### src/pkg/idec_regs.svh
// Purpose: constants of the 14-bit instruction decoder
// Assumes: one instruction cycle is four core clock periods
// Notes: file addresses of the timer and the i/o port are local choices
`ifndef IDEC_REGS_SVH
`define IDEC_REGS_SVH
`define IDEC_PHASE_LAST 2'h3
`define IDEC_FADDR_MAX 7'h7F
`define IDEC_TIMER_ADDR 7'h01
`define IDEC_PORT_ADDR 7'h05
`define IDEC_NOP_WORD 14'h0000
`define IDEC_RET_LOW 7'h08
`define IDEC_RETI_LOW 7'h09
`define IDEC_SLEEP_LOW 7'h63
`define IDEC_WDT_LOW 7'h64
`define IDEC_BIT_ONE 8'h01
`endif

### src/pkg/idec_pkg.sv
// Purpose: types of the 14-bit instruction decoder
// Assumes: nothing beyond the constants header
// Notes: operation codes are internal encodings, not instruction bits
package idec_pkg;
   typedef enum logic [5:0] {
      IDEC_OP_NOP, IDEC_OP_ADD_WF, IDEC_OP_SUB_WF, IDEC_OP_AND_WF, IDEC_OP_OR_WF,
      IDEC_OP_XOR_WF, IDEC_OP_INC_F, IDEC_OP_DEC_F, IDEC_OP_INC_SZ, IDEC_OP_DEC_SZ,
      IDEC_OP_RL_C, IDEC_OP_RR_C, IDEC_OP_COMP_F, IDEC_OP_MOVE_F, IDEC_OP_STORE_W,
      IDEC_OP_CLR_F, IDEC_OP_CLR_W, IDEC_OP_SWAP_F, IDEC_OP_BIT_CLR, IDEC_OP_BIT_SET,
      IDEC_OP_TST_CLR, IDEC_OP_TST_SET, IDEC_OP_ADD_LW, IDEC_OP_SUB_LW, IDEC_OP_AND_LW,
      IDEC_OP_OR_LW, IDEC_OP_XOR_LW, IDEC_OP_LOAD_LW, IDEC_OP_RET_LIT, IDEC_OP_RET,
      IDEC_OP_RET_IRQ, IDEC_OP_CALL, IDEC_OP_JUMP, IDEC_OP_SLEEP, IDEC_OP_WDT_CLR
   } idec_op_t;
   typedef enum logic [1:0] {
      IDEC_CLS_BYTE = 2'h0, IDEC_CLS_BIT = 2'h1, IDEC_CLS_JUMP = 2'h2, IDEC_CLS_LIT = 2'h3
   } idec_cls_t;
   typedef enum logic [1:0] {IDEC_ST_EXEC = 2'h1, IDEC_ST_FLUSH = 2'h2} idec_state_t;
   typedef struct packed {
      idec_op_t op;
      logic wr_file;
      logic upd_c;
      logic upd_dc;
      logic upd_z;
      logic upd_topd;
      logic fixed2;
      logic skip_z;
      logic tst_clr;
      logic tst_set;
   } idec_dec_t;
endpackage

### src/rtl/idec_decoder.sv
// What this block does
// RQ1 - file address is low seven bits
// RQ2 - destination bit picks working or file
// RQ3 - three-bit field selects one register bit
// RQ4 - don't-care bits never change the decode
// RQ5 - and/or with file, zero flag only
// RQ6 - add/sub set carries and zero; xor zero
// RQ7 - inc/dec set zero; skip variants no flags
// RQ8 - skip-on-zero ops take two cycles if zero
// RQ9 - rotates through carry update carry only
// RQ10 - top bits 01 decode four bit ops
// RQ11 - bit tests take two cycles when skipping
// RQ12 - call or jump, eleven-bit target, two cycles
// RQ13 - or/and/xor literal, zero flag only
// RQ14 - literal subtract and add set all flags
// RQ15 - return with literal two cycles; load one
// RQ16 - return and interrupt return, two cycles
// RQ17 - standby word updates time-out, power-down
// RQ18 - watchdog clear updates time-out, power-down
// RQ19 - read-modify-write of port uses pin levels
// RQ20 - timer writes clear its assigned prescaler
// RQ21 - second cycle of two runs as nop
// RQ22 - instruction cycle spans four clocks
// RQ23 - store, clears, complement, move, swap decode
//
// Purpose: decodes fetched 14-bit words into operation, fields and flag updates
// Assumes: INSTR_WORD, RESULT_ZERO, TESTED_BIT stable at the last phase of a cycle
// Notes: decoded outputs stand for one whole instruction cycle
`timescale 1ns/1ps
`include "idec_regs.svh"
module idec_decoder (
   // clock and reset
   input wire logic CORE_CLK,
   input wire logic RST,
   // fetch and datapath feedback
   input wire logic [13:0] INSTR_WORD,
   input wire logic RESULT_ZERO,
   input wire logic TESTED_BIT,
   input wire logic PRESCALER_ON_TIMER,
   // decoded instruction
   output idec_pkg::idec_op_t OP_CODE,
   output idec_pkg::idec_cls_t OP_CLASS,
   output logic [6:0] FILE_ADDR,
   output logic DEST_FILE,
   output logic [7:0] BIT_MASK,
   output logic [7:0] LITERAL,
   output logic [10:0] TARGET,
   output logic UPD_CARRY,
   output logic UPD_DIGIT_CARRY,
   output logic UPD_ZERO,
   output logic UPD_TIME_OUT_POWER_DOWN,
   output logic LOAD_PC,
   // cycle control and side effects
   output logic CYCLE_START,
   output logic FLUSH_NOP,
   output logic USE_PIN_LEVELS,
   output logic CLEAR_PRESCALER
);
   import idec_pkg::*;

   ////////////////////////////////////////////////////////////////////////////////
   function automatic idec_dec_t idec_decode(input logic [13:0] w);
      idec_dec_t r;
      r = '0;
      r.op = IDEC_OP_NOP;
      case (w[13:12])
         2'h0: begin
            r.wr_file = w[7]; // RQ2
            case (w[11:8])
               4'h0: begin
                  if (w[7]) begin
                     r.op = IDEC_OP_STORE_W; // RQ23
                  end else if (w[6:0] == `IDEC_RET_LOW) begin
                     r.op = IDEC_OP_RET; // RQ16
                     r.fixed2 = 1'b1;
                  end else if (w[6:0] == `IDEC_RETI_LOW) begin
                     r.op = IDEC_OP_RET_IRQ; // RQ16
                     r.fixed2 = 1'b1;
                  end else if (w[6:0] == `IDEC_SLEEP_LOW) begin
                     r.op = IDEC_OP_SLEEP; // RQ17
                     r.upd_topd = 1'b1;
                  end else if (w[6:0] == `IDEC_WDT_LOW) begin
                     r.op = IDEC_OP_WDT_CLR; // RQ18
                     r.upd_topd = 1'b1;
                  end
               end
               4'h1: begin
                  // the low seven bits are don't-care for the working-register clear
                  r.op = w[7] ? IDEC_OP_CLR_F : IDEC_OP_CLR_W; // RQ23 RQ4
                  r.upd_z = 1'b1;
               end
               4'h2: begin
                  r.op = IDEC_OP_SUB_WF; // RQ6
                  {r.upd_c, r.upd_dc, r.upd_z} = 3'h7;
               end
               4'h3: begin
                  r.op = IDEC_OP_DEC_F; // RQ7
                  r.upd_z = 1'b1;
               end
               4'h4: begin
                  r.op = IDEC_OP_OR_WF; // RQ5
                  r.upd_z = 1'b1;
               end
               4'h5: begin
                  r.op = IDEC_OP_AND_WF; // RQ5
                  r.upd_z = 1'b1;
               end
               4'h6: begin
                  r.op = IDEC_OP_XOR_WF; // RQ6
                  r.upd_z = 1'b1;
               end
               4'h7: begin
                  r.op = IDEC_OP_ADD_WF; // RQ6
                  {r.upd_c, r.upd_dc, r.upd_z} = 3'h7;
               end
               4'h8: begin
                  r.op = IDEC_OP_MOVE_F; // RQ23
                  r.upd_z = 1'b1;
               end
               4'h9: begin
                  r.op = IDEC_OP_COMP_F; // RQ23
                  r.upd_z = 1'b1;
               end
               4'hA: begin
                  r.op = IDEC_OP_INC_F; // RQ7
                  r.upd_z = 1'b1;
               end
               4'hB: begin
                  r.op = IDEC_OP_DEC_SZ; // RQ7 RQ8
                  r.skip_z = 1'b1;
               end
               4'hC: begin
                  r.op = IDEC_OP_RR_C; // RQ9
                  r.upd_c = 1'b1;
               end
               4'hD: begin
                  r.op = IDEC_OP_RL_C; // RQ9
                  r.upd_c = 1'b1;
               end
               4'hE: r.op = IDEC_OP_SWAP_F; // RQ23
               default: begin
                  r.op = IDEC_OP_INC_SZ; // RQ7 RQ8
                  r.skip_z = 1'b1;
               end
            endcase
            // clear-working and the control words never touch a file register
            if (w[11:8] == 4'h0 || w[11:8] == 4'h1) begin
               r.wr_file = w[7];
            end
         end
         2'h1: begin
            case (w[11:10]) // RQ10
               2'h0: begin
                  r.op = IDEC_OP_BIT_CLR;
                  r.wr_file = 1'b1;
               end
               2'h1: begin
                  r.op = IDEC_OP_BIT_SET;
                  r.wr_file = 1'b1;
               end
               2'h2: begin
                  r.op = IDEC_OP_TST_CLR; // RQ11
                  r.tst_clr = 1'b1;
               end
               default: begin
                  r.op = IDEC_OP_TST_SET; // RQ11
                  r.tst_set = 1'b1;
               end
            endcase
         end
         2'h2: begin
            r.op = w[11] ? IDEC_OP_JUMP : IDEC_OP_CALL; // RQ12
            r.fixed2 = 1'b1;
         end
         default: begin
            if (w[11:10] == 2'h0) begin
               r.op = IDEC_OP_LOAD_LW; // RQ15 RQ4
            end else if (w[11:10] == 2'h1) begin
               r.op = IDEC_OP_RET_LIT; // RQ15
               r.fixed2 = 1'b1;
            end else if (w[11:9] == 3'h6) begin
               r.op = IDEC_OP_SUB_LW; // RQ14
               {r.upd_c, r.upd_dc, r.upd_z} = 3'h7;
            end else if (w[11:9] == 3'h7) begin
               r.op = IDEC_OP_ADD_LW; // RQ14
               {r.upd_c, r.upd_dc, r.upd_z} = 3'h7;
            end else if (w[11:8] == 4'h8) begin
               r.op = IDEC_OP_OR_LW; // RQ13
               r.upd_z = 1'b1;
            end else if (w[11:8] == 4'h9) begin
               r.op = IDEC_OP_AND_LW; // RQ13
               r.upd_z = 1'b1;
            end else if (w[11:8] == 4'hA) begin
               r.op = IDEC_OP_XOR_LW; // RQ13
               r.upd_z = 1'b1;
            end
         end
      endcase
      return r;
   endfunction

   ////////////////////////////////////////////////////////////////////////////////
   logic [1:0] phase_r;
   logic bnd;
   idec_state_t state_r;
   idec_state_t state_nxt;
   idec_dec_t dec_r;
   idec_dec_t dec_nxt;
   logic [13:0] word_r;
   logic [13:0] word_nxt;
   logic need2;

   assign bnd = (phase_r == `IDEC_PHASE_LAST);

   // four phases per instruction cycle
   always_ff @(posedge CORE_CLK or posedge RST) begin
      if (RST) begin
         phase_r <= 2'h0;
         CYCLE_START <= 1'b0;
      end else begin
         phase_r <= phase_r + 2'h1; // RQ22
         CYCLE_START <= bnd; // RQ22
      end
   end

   // skip outcomes are sampled late so the datapath result has settled
   assign need2 = dec_r.fixed2 | (dec_r.skip_z & RESULT_ZERO) | // RQ8 RQ12
                  (dec_r.tst_clr & ~TESTED_BIT) | (dec_r.tst_set & TESTED_BIT); // RQ11

   always_comb begin
      state_nxt = IDEC_ST_EXEC;
      word_nxt = INSTR_WORD;
      case (state_r)
         IDEC_ST_EXEC: begin
            if (need2) begin
               state_nxt = IDEC_ST_FLUSH; // RQ21
               word_nxt = `IDEC_NOP_WORD; // RQ21
            end
         end
         default: state_nxt = IDEC_ST_EXEC;
      endcase
      dec_nxt = idec_decode(word_nxt);
   end

   always_ff @(posedge CORE_CLK or posedge RST) begin
      if (RST) begin
         state_r <= IDEC_ST_EXEC;
         word_r <= `IDEC_NOP_WORD;
         dec_r <= '0;
         FLUSH_NOP <= 1'b0;
      end else if (bnd) begin
         state_r <= state_nxt;
         word_r <= word_nxt;
         dec_r <= dec_nxt;
         FLUSH_NOP <= (state_nxt == IDEC_ST_FLUSH);
      end
   end

   ////////////////////////////////////////////////////////////////////////////////
   // operand fields, held for the whole cycle
   always_ff @(posedge CORE_CLK or posedge RST) begin
      if (RST) begin
         FILE_ADDR <= 7'h00;
         DEST_FILE <= 1'b0;
         BIT_MASK <= 8'h00;
         LITERAL <= 8'h00;
         TARGET <= 11'h000;
         USE_PIN_LEVELS <= 1'b0;
         CLEAR_PRESCALER <= 1'b0;
      end else if (bnd) begin
         FILE_ADDR <= word_nxt[6:0] & `IDEC_FADDR_MAX; // RQ1
         DEST_FILE <= dec_nxt.wr_file; // RQ2
         BIT_MASK <= (word_nxt[13:12] == 2'h1) ? (`IDEC_BIT_ONE << word_nxt[9:7]) : 8'h00; // RQ3
         LITERAL <= word_nxt[7:0];
         TARGET <= word_nxt[10:0]; // RQ12
         // a port written from itself must see the pins, not its latch
         USE_PIN_LEVELS <= dec_nxt.wr_file && word_nxt[6:0] == `IDEC_PORT_ADDR; // RQ19
         CLEAR_PRESCALER <= dec_nxt.wr_file && PRESCALER_ON_TIMER && // RQ20
                            word_nxt[6:0] == `IDEC_TIMER_ADDR;
      end
   end

   assign OP_CODE = dec_r.op;
   assign OP_CLASS = idec_cls_t'(word_r[13:12]);
   assign UPD_CARRY = dec_r.upd_c;
   assign UPD_DIGIT_CARRY = dec_r.upd_dc;
   assign UPD_ZERO = dec_r.upd_z;
   assign UPD_TIME_OUT_POWER_DOWN = dec_r.upd_topd;
   assign LOAD_PC = dec_r.fixed2;
endmodule // idec_decoder

### config.mk
export PLATFORM = sky130hd
export DESIGN_NAME = idec_decoder
export DESIGN_NICKNAME = d
export VERILOG_FILES = /design/src/pkg/idec_pkg.sv /design/src/rtl/idec_decoder.sv
export VERILOG_INCLUDE_DIRS = /design/src /design/src/pkg
export SDC_FILE = /design/constraint.sdc
export NUM_CORES = 1
export LEC_CHECK = 0
export ABC_CLOCK_PERIOD_IN_PS = 4800
export BUFFER_PORTS_ARGS = -buffer_cell sky130_fd_sc_hd__buf_2
export CAP_MARGIN = 25
export CORE_MARGIN = 2
export CORE_UTILIZATION = 56
export CTS_CLUSTER_DIAMETER = 100
export DETAILED_ROUTE_END_ITERATION = 10
export GPL_TIMING_DRIVEN = 0
export PLACE_DENSITY_LB_ADDON = 0.15
export REMOVE_ABC_BUFFERS = 1
export SYNTH_ARGS = -nofsm -noshare
export SYNTH_HDL_FRONTEND = slang
export SYNTH_SLANG_ARGS = --single-unit
### constraint.sdc
create_clock -name CORE_CLK -period 4.8 [get_ports CORE_CLK]
set_input_delay 0.96 -clock CORE_CLK [delete_from_list [all_inputs] [get_ports CORE_CLK]]
set_output_delay 0.96 -clock CORE_CLK [all_outputs]
set_load 0.01 [all_outputs]
======== Word level (Yosys, flattened, before mapping) ========
Index checks and enable logic that the tools add are counted.
word-level totals
  output and inout port bits .............. 52
  memories ................................ 0
  bits in latches ......................... 0
  input bits .............................. 19
  memory bits (read-only) ................. 0
  logic and storage cells ................. 125
  register bits ........................... 71
  bits in writable memories ............... 0
operators by class
  add/subtract/negate cells ............... 1
  equal/unequal tests ..................... 29
  shift-type cells ........................ 1
  muxes and demuxes ....................... 53
  $mul .................................... 0
  bitwise gates (word level) .............. 7
  $lt $le $gt $ge ......................... 0
  divide/modulo/power cells ............... 0
  reductions and logical operators ........ 13
operators with widths
  cell                                                               number
  6-bit one-hot mux with 15 select lines                             1
  6-bit two-way mux                                                  12
  4-bit == test, second input constant                               7
  14-bit two-way mux                                                 2
  1-bit two-way mux                                                  21
  6-bit one-hot mux with 3 select lines                              1
  4-bit by 3-bit == test with 1-bit output, second input constant    4
  7-bit by 4-bit == test with 1-bit output, second input constant    2
  7-bit == test, second input constant                               2
  14-bit OR reduction                                                1
  2-bit two-way mux                                                  6
  5-bit two-way mux                                                  2
  10-bit OR reduction                                                1
  3-bit two-way mux                                                  3
  3-bit one-hot mux with 3 select lines                              1
  2-bit == test, second input constant                               4
  4-bit by 2-bit == test with 1-bit output, second input constant    2
  8-bit two-way mux                                                  1
  1-bit by 3-bit left shift with 8-bit output, first input constant  1
  7-bit by 1-bit == test with 1-bit output, second input constant    1
  7-bit by 3-bit == test with 1-bit output, second input constant    1
  2-bit by 1-bit == test with 1-bit output, second input constant    3
  3-bit == test, second input constant                               2
  3-bit one-hot mux with 2 select lines                              1
  13 further kinds                                                   22

======== Depth between registers and ports, before layout ========
  depth in word-level cells ............... 15
  depth in mapped cells ................... 7
  gate-level depth less buffers ........... 5

======== Worst setup path after synthesis ========
No wires, ideal clock.
  path kind ............................... in2reg
  from .................................... input INSTR_WORD[5]
  to ...................................... register dec_r (netlist bit OP_CODE[4])
  library setup time ...................... 65 ps
  setup slack ............................. 2478 ps
  required time ........................... 4735 ps
  path buffers ............................ 0
  arrival ................................. 2257 ps
  stages .................................. 5
  cells stage by stage .................... or4b_4 -> nor3_4 -> o2111ai_1 -> a2111oi_1 -> a21o_1
between the ends
  word-level cells in the longest chain between the ends .. 9
  elaborated cells on any way between the ends .. 11
  those cells by class .................... 3 x eq/ne; 8 x mux
ends and longest elaborated chain
  what                                        RTL line             text
  from (decl)                                 idec_decoder.sv:36   input wire logic [13:0] INSTR_WORD,
  14-bit two-way mux                          idec_decoder.sv:235  if (need2) begin
  14-bit two-way mux (*)                      idec_decoder.sv:233  case (state_r)
  7-bit == test (no line)                     -
  6-bit two-way mux                           idec_decoder.sv:79   end else if (w[6:0] == `IDEC_SLEEP_LOW) begin
  6-bit two-way mux                           idec_decoder.sv:76   end else if (w[6:0] == `IDEC_RETI_LOW) begin
  6-bit two-way mux (*)                       idec_decoder.sv:73   end else if (w[6:0] == `IDEC_RET_LOW) begin
  6-bit two-way mux (*)                       idec_decoder.sv:71   if (w[7]) begin
  6-bit one-hot mux with 15 select lines (*)  idec_decoder.sv:69   case (w[11:8])
  6-bit one-hot mux with 3 select lines (*)   idec_decoder.sv:66   case (w[13:12])
  to (signal assigned)                        idec_decoder.sv:254  dec_r <= dec_nxt;
  to (decl)                                   idec_decoder.sv:207  idec_dec_t dec_r;
Mark *: on every way between the ends. The rest lies on a longest branch, timed or not.
A chain may end at the register's enable or synchronous reset.

======== Worst setup path in the final report ========
  from .................................... input TESTED_BIT
  to ...................................... register CLEAR_PRESCALER
between the ends
  word-level cells in the longest chain between the ends .. 12
  elaborated cells on any way between the ends .. 17
  those cells by class .................... 3 x eq/ne; 4 x mux; 5 x bitwise; 5 x reduce/logical
ends and longest elaborated chain
  what                                                                         RTL line             text
  from (decl)                                                                  idec_decoder.sv:38   input wire logic TESTED_BIT,
  1-bit NOT                                                                    idec_decoder.sv:228  (dec_r.tst_clr & ~TESTED_BIT) | (dec_r.tst_set & TESTED_BIT);
  1-bit AND                                                                    idec_decoder.sv:228
  1-bit OR                                                                     idec_decoder.sv:227  assign need2 = dec_r.fixed2 | (dec_r.skip_z & RESULT_ZERO) |
  1-bit OR (*)                                                                 idec_decoder.sv:228
  14-bit two-way mux (*)                                                       idec_decoder.sv:235
  14-bit two-way mux (*)                                                       idec_decoder.sv:233
  2-bit by 1-bit == test with 1-bit output or 2-bit zero test (tied branches)  idec_decoder.sv:152  case (w[11:10])
  2-bit OR reduction (no line)                                                 -
  1-bit two-way mux                                                            idec_decoder.sv:152
  1-bit one-hot mux with 2 select lines                                        idec_decoder.sv:66
  1-bit logical AND                                                            idec_decoder.sv:278  CLEAR_PRESCALER <= dec_nxt.wr_file && PRESCALER_ON_TIMER &&
  1-bit logical AND (no line) (*)                                              -
  to (signal assigned)                                                         idec_decoder.sv:278
  to (decl)                                                                    idec_decoder.sv:57   output logic CLEAR_PRESCALER
Marks and branches as above.

==> flow_metrics.tcl <==
set metrics [dict create \
    synth.distinct_cells 54 \
    p_clk_share_pct 27.4 \
    rows 23 \
    antenna_found_initial 0 \
    status "finished clean" \
    overflow 0 \
    clock-root-buffer "clkbuf_8" \
    grt_pass1_wl_mm 9.46 \
    drive_gt1_share_pct 30.4 \
    power_uw 807 \
    cts_num_sinks 43 \
    ant_nets 0 \
    synthTopCellsByArea "dfrtp_1, o2bb2ai_1, buf_4" \
    path_class "input port to flip-flop" \
    period_needed_ns 2.48 \
    clk_path_buf_depth 2 \
    rsz0062_at_grt "no" \
    num_antenna_cells 0 \
    synthArstFlopShare_pct 100 \
    slew_headroom_pct 37.1 \
    worst_pin_slew_ns 0.943 \
    p_int_uw 562 \
    ys_warn_count 0 \
    path_clk_slew_ns 0.08 \
    fin_cells 349 \
    areaGrowthSynthToFinish_pct 12.7 \
    final_nets 318 \
    p_switching_uw 245 \
    grt_max_degree 44 \
    hold_viol_final 0 \
    r2r_cells 5 \
    dp.cells 341 \
    power.leakage_nw 1.26 \
    ys.flop_type "dfrtp_1" \
    maxSlewViolCount 0 \
    synth_common_cells "dfrtp_1, nand2_1, o2bb2ai_1" \
    synth_area_leader_cell "dfrtp_1" \
    io_buffer_count 70 \
    setup_tns_ns 0 \
    netSwitchingFraction_pct 30.3 \
    post_cts_buffers 0 \
    power_frac_seq_pct 50.8 \
    htreeDepth 2 \
    vias 2028 \
    start_kind "input port" \
    syn_area_per_cell_um2 9.39 \
    via_per_inst 5.81 \
    insertion_delay_ns 0.30 \
    yosysMostFrequentCell "dfrtp_1" \
    max_freq_mhz 403 \
    post_cts_resized 0 \
    yosys_register_bits 43 \
    timing.critical_path.fanout_max 17 \
    design.die.area_mm2 0.00488 \
    cts_tree "built" \
    end_kind "flip-flop" \
    holdBufCountCts 0 \
    comb_power_share_pct 21.8 \
    finalSetupViolations 0 \
    powerDensity_mw_per_mm2 294 \
    routed_wl_mm 5.45 \
    grt_pass1_vias 1954 \
    hold_path_class "flip-flop to flip-flop" \
    die_y_um 69.9 \
    maxCapViolations 0 \
    hpwl_mm 3.82 \
    drc_errors 0 \
    syn_area_mm2 0.00243 \
    coreArea_mm2 0.00409 \
    drtIter0Drc 132 \
    post_drt_wl_per_cell_um 15.6 \
    gp_congestion 0.894 \
    cp.arrival_ns 2.67 \
    io_pins 71 \
    dieWidth_um 69.9 \
    grtUsageTotal_pct 23.9 \
    finalCritPeriodShare_pct 51.7 \
    cp_data_required_time_ns 4.99 \
    ys_seq_area_share_pct 44.3 \
    hold_depth 1 \
    netlist.area_leader.share_pct 43.2 \
    syn_inst 259 \
    dr.pass1.iters 4 \
    ir_worst_vdd_mv 0.192 \
    fin_skew_ns 0.00565 \
    synth_edf_count 0 \
    start_util_pct 59.5 \
    cts_buffers 5 \
]
[metrics by stage]
| stage | hold WS (ns) | area (µm²) | util (%) | worst slack [ns] |
|---|---|---|---|---|
| 6_report | 0.432 | 2740 | 67.1 | 2.32 |
| 5_1_grt | 0.456 | 2740 | 67.1 | 2.22 |
| 4_1_cts | 0.433 | 2740 | 67.1 | 2.36 |
| 3_5_place_dp | 0.422 | 2660 | 65.0 | 2.04 |
| 3_3_place_gp | 0.413 | 2610 | 64.0 | 1.04 |
| 2_1_floorplan | 0.401 | 2200 | - | 2.01 |
[per-layer routing]
metal / track usage [%] / share of wire, % / vias to the layer above
met3: 5.77 / 6.3 / 8
li1: - / - / 994
met5: 0 / 0 / -
met4: 8.12 / 1.2 / 0
met2: 36.5 / 46 / 73
met1: 33.4 / 47 / 953
[final cells by class]
cell class              count  area, µm²
clock inverters             3       15.0
multi-input cells         165       1090
repair buffers             72        389
clock buffers               5       68.8
fillers                   343       1350
well taps                  50       62.6
inverters                  11       41.3
flip-flops and latches     43       1080
[worst paths after layout]
kind                                          endpoint  slack, ns                  from
setup reg to reg                OP_CODE[4]$_DFFE_PP0P_       2.63  phase_r[0]$_DFF_PP0_
hold reg to reg                   phase_r[0]$_DFF_PP0_       0.43  phase_r[0]$_DFF_PP0_
setup / recovery           CLEAR_PRESCALER$_DFFE_PP0P_       2.32            TESTED_BIT
min in group asynchronous      BIT_MASK[3]$_DFFE_PP0P_       0.83                   RST
hold / removal                    phase_r[0]$_DFF_PP0_       0.43  phase_r[0]$_DFF_PP0_
max in group asynchronous         dec_r[1]$_DFFE_PP0P_       3.42                   RST
[cells in the final DEF (no fill, tap or decap), types with 4 or more instances in the layout]
cell,instances
buf_2,70
dfrtp_1,42
nand2_1,24
o2bb2ai_1,23
nor2_1,11
inv_1,10
nand2b_1,9
o21ai_1,9
nor3_1,8
a21oi_1,7
nand3_1,5
o21ai_0,5
clkbuf_8,5
nor2b_1,4
nor4_1,4
[cells by family (layout without fill, tap and decap cells)]
kind of cell	Yosys count	after routing	share of synthesized area (%)
muxes	5	5	2.21
AOI/OAI and AO/OA	74	74	22.9
DFF	43	43	44.3
buffers and inverters	51	91	11.2
and+or+nand+nor	84	84	18.6
adders and majority gates	1	1	0.515
xor gates and xnor gates	1	1	0.360
[worst max-delay path, stage by stage]
cell and delay, ns:
buf_2 0.10, mux2i_1 0.12, a21oi_2 0.69, buf_6 0.25
nand2b_1 0.18, nor3_1 0.09, a32o_1 0.27
[power by group through the flow]
stage               registers (mW)  logic (mW)  clock network, mW
floorplan                    0.437      0.0682                  0
detailed placement           0.416       0.176                  0
finish                       0.410       0.176              0.221
CTS                          0.410       0.176              0.228
global route                 0.414       0.193              0.243
global placement             0.415       0.170                  0
[state kept, by name, indices dropped and copies added, names as in the netlist]
register,cells
UPD_ZERO,1
BIT_MASK,8
FLUSH_NOP,1
OP_CODE,6
word_r,13
phase_r,2
dec_r,3
CLEAR_PRESCALER,1
LOAD_PC,1
DEST_FILE,1
UPD_DIGIT_CARRY,1
UPD_TIME_OUT_POWER_DOWN,1
UPD_CARRY,1
USE_PIN_LEVELS,1
CYCLE_START,1
state_r,1
Note: power is estimated with default switching activity, not from simulation.
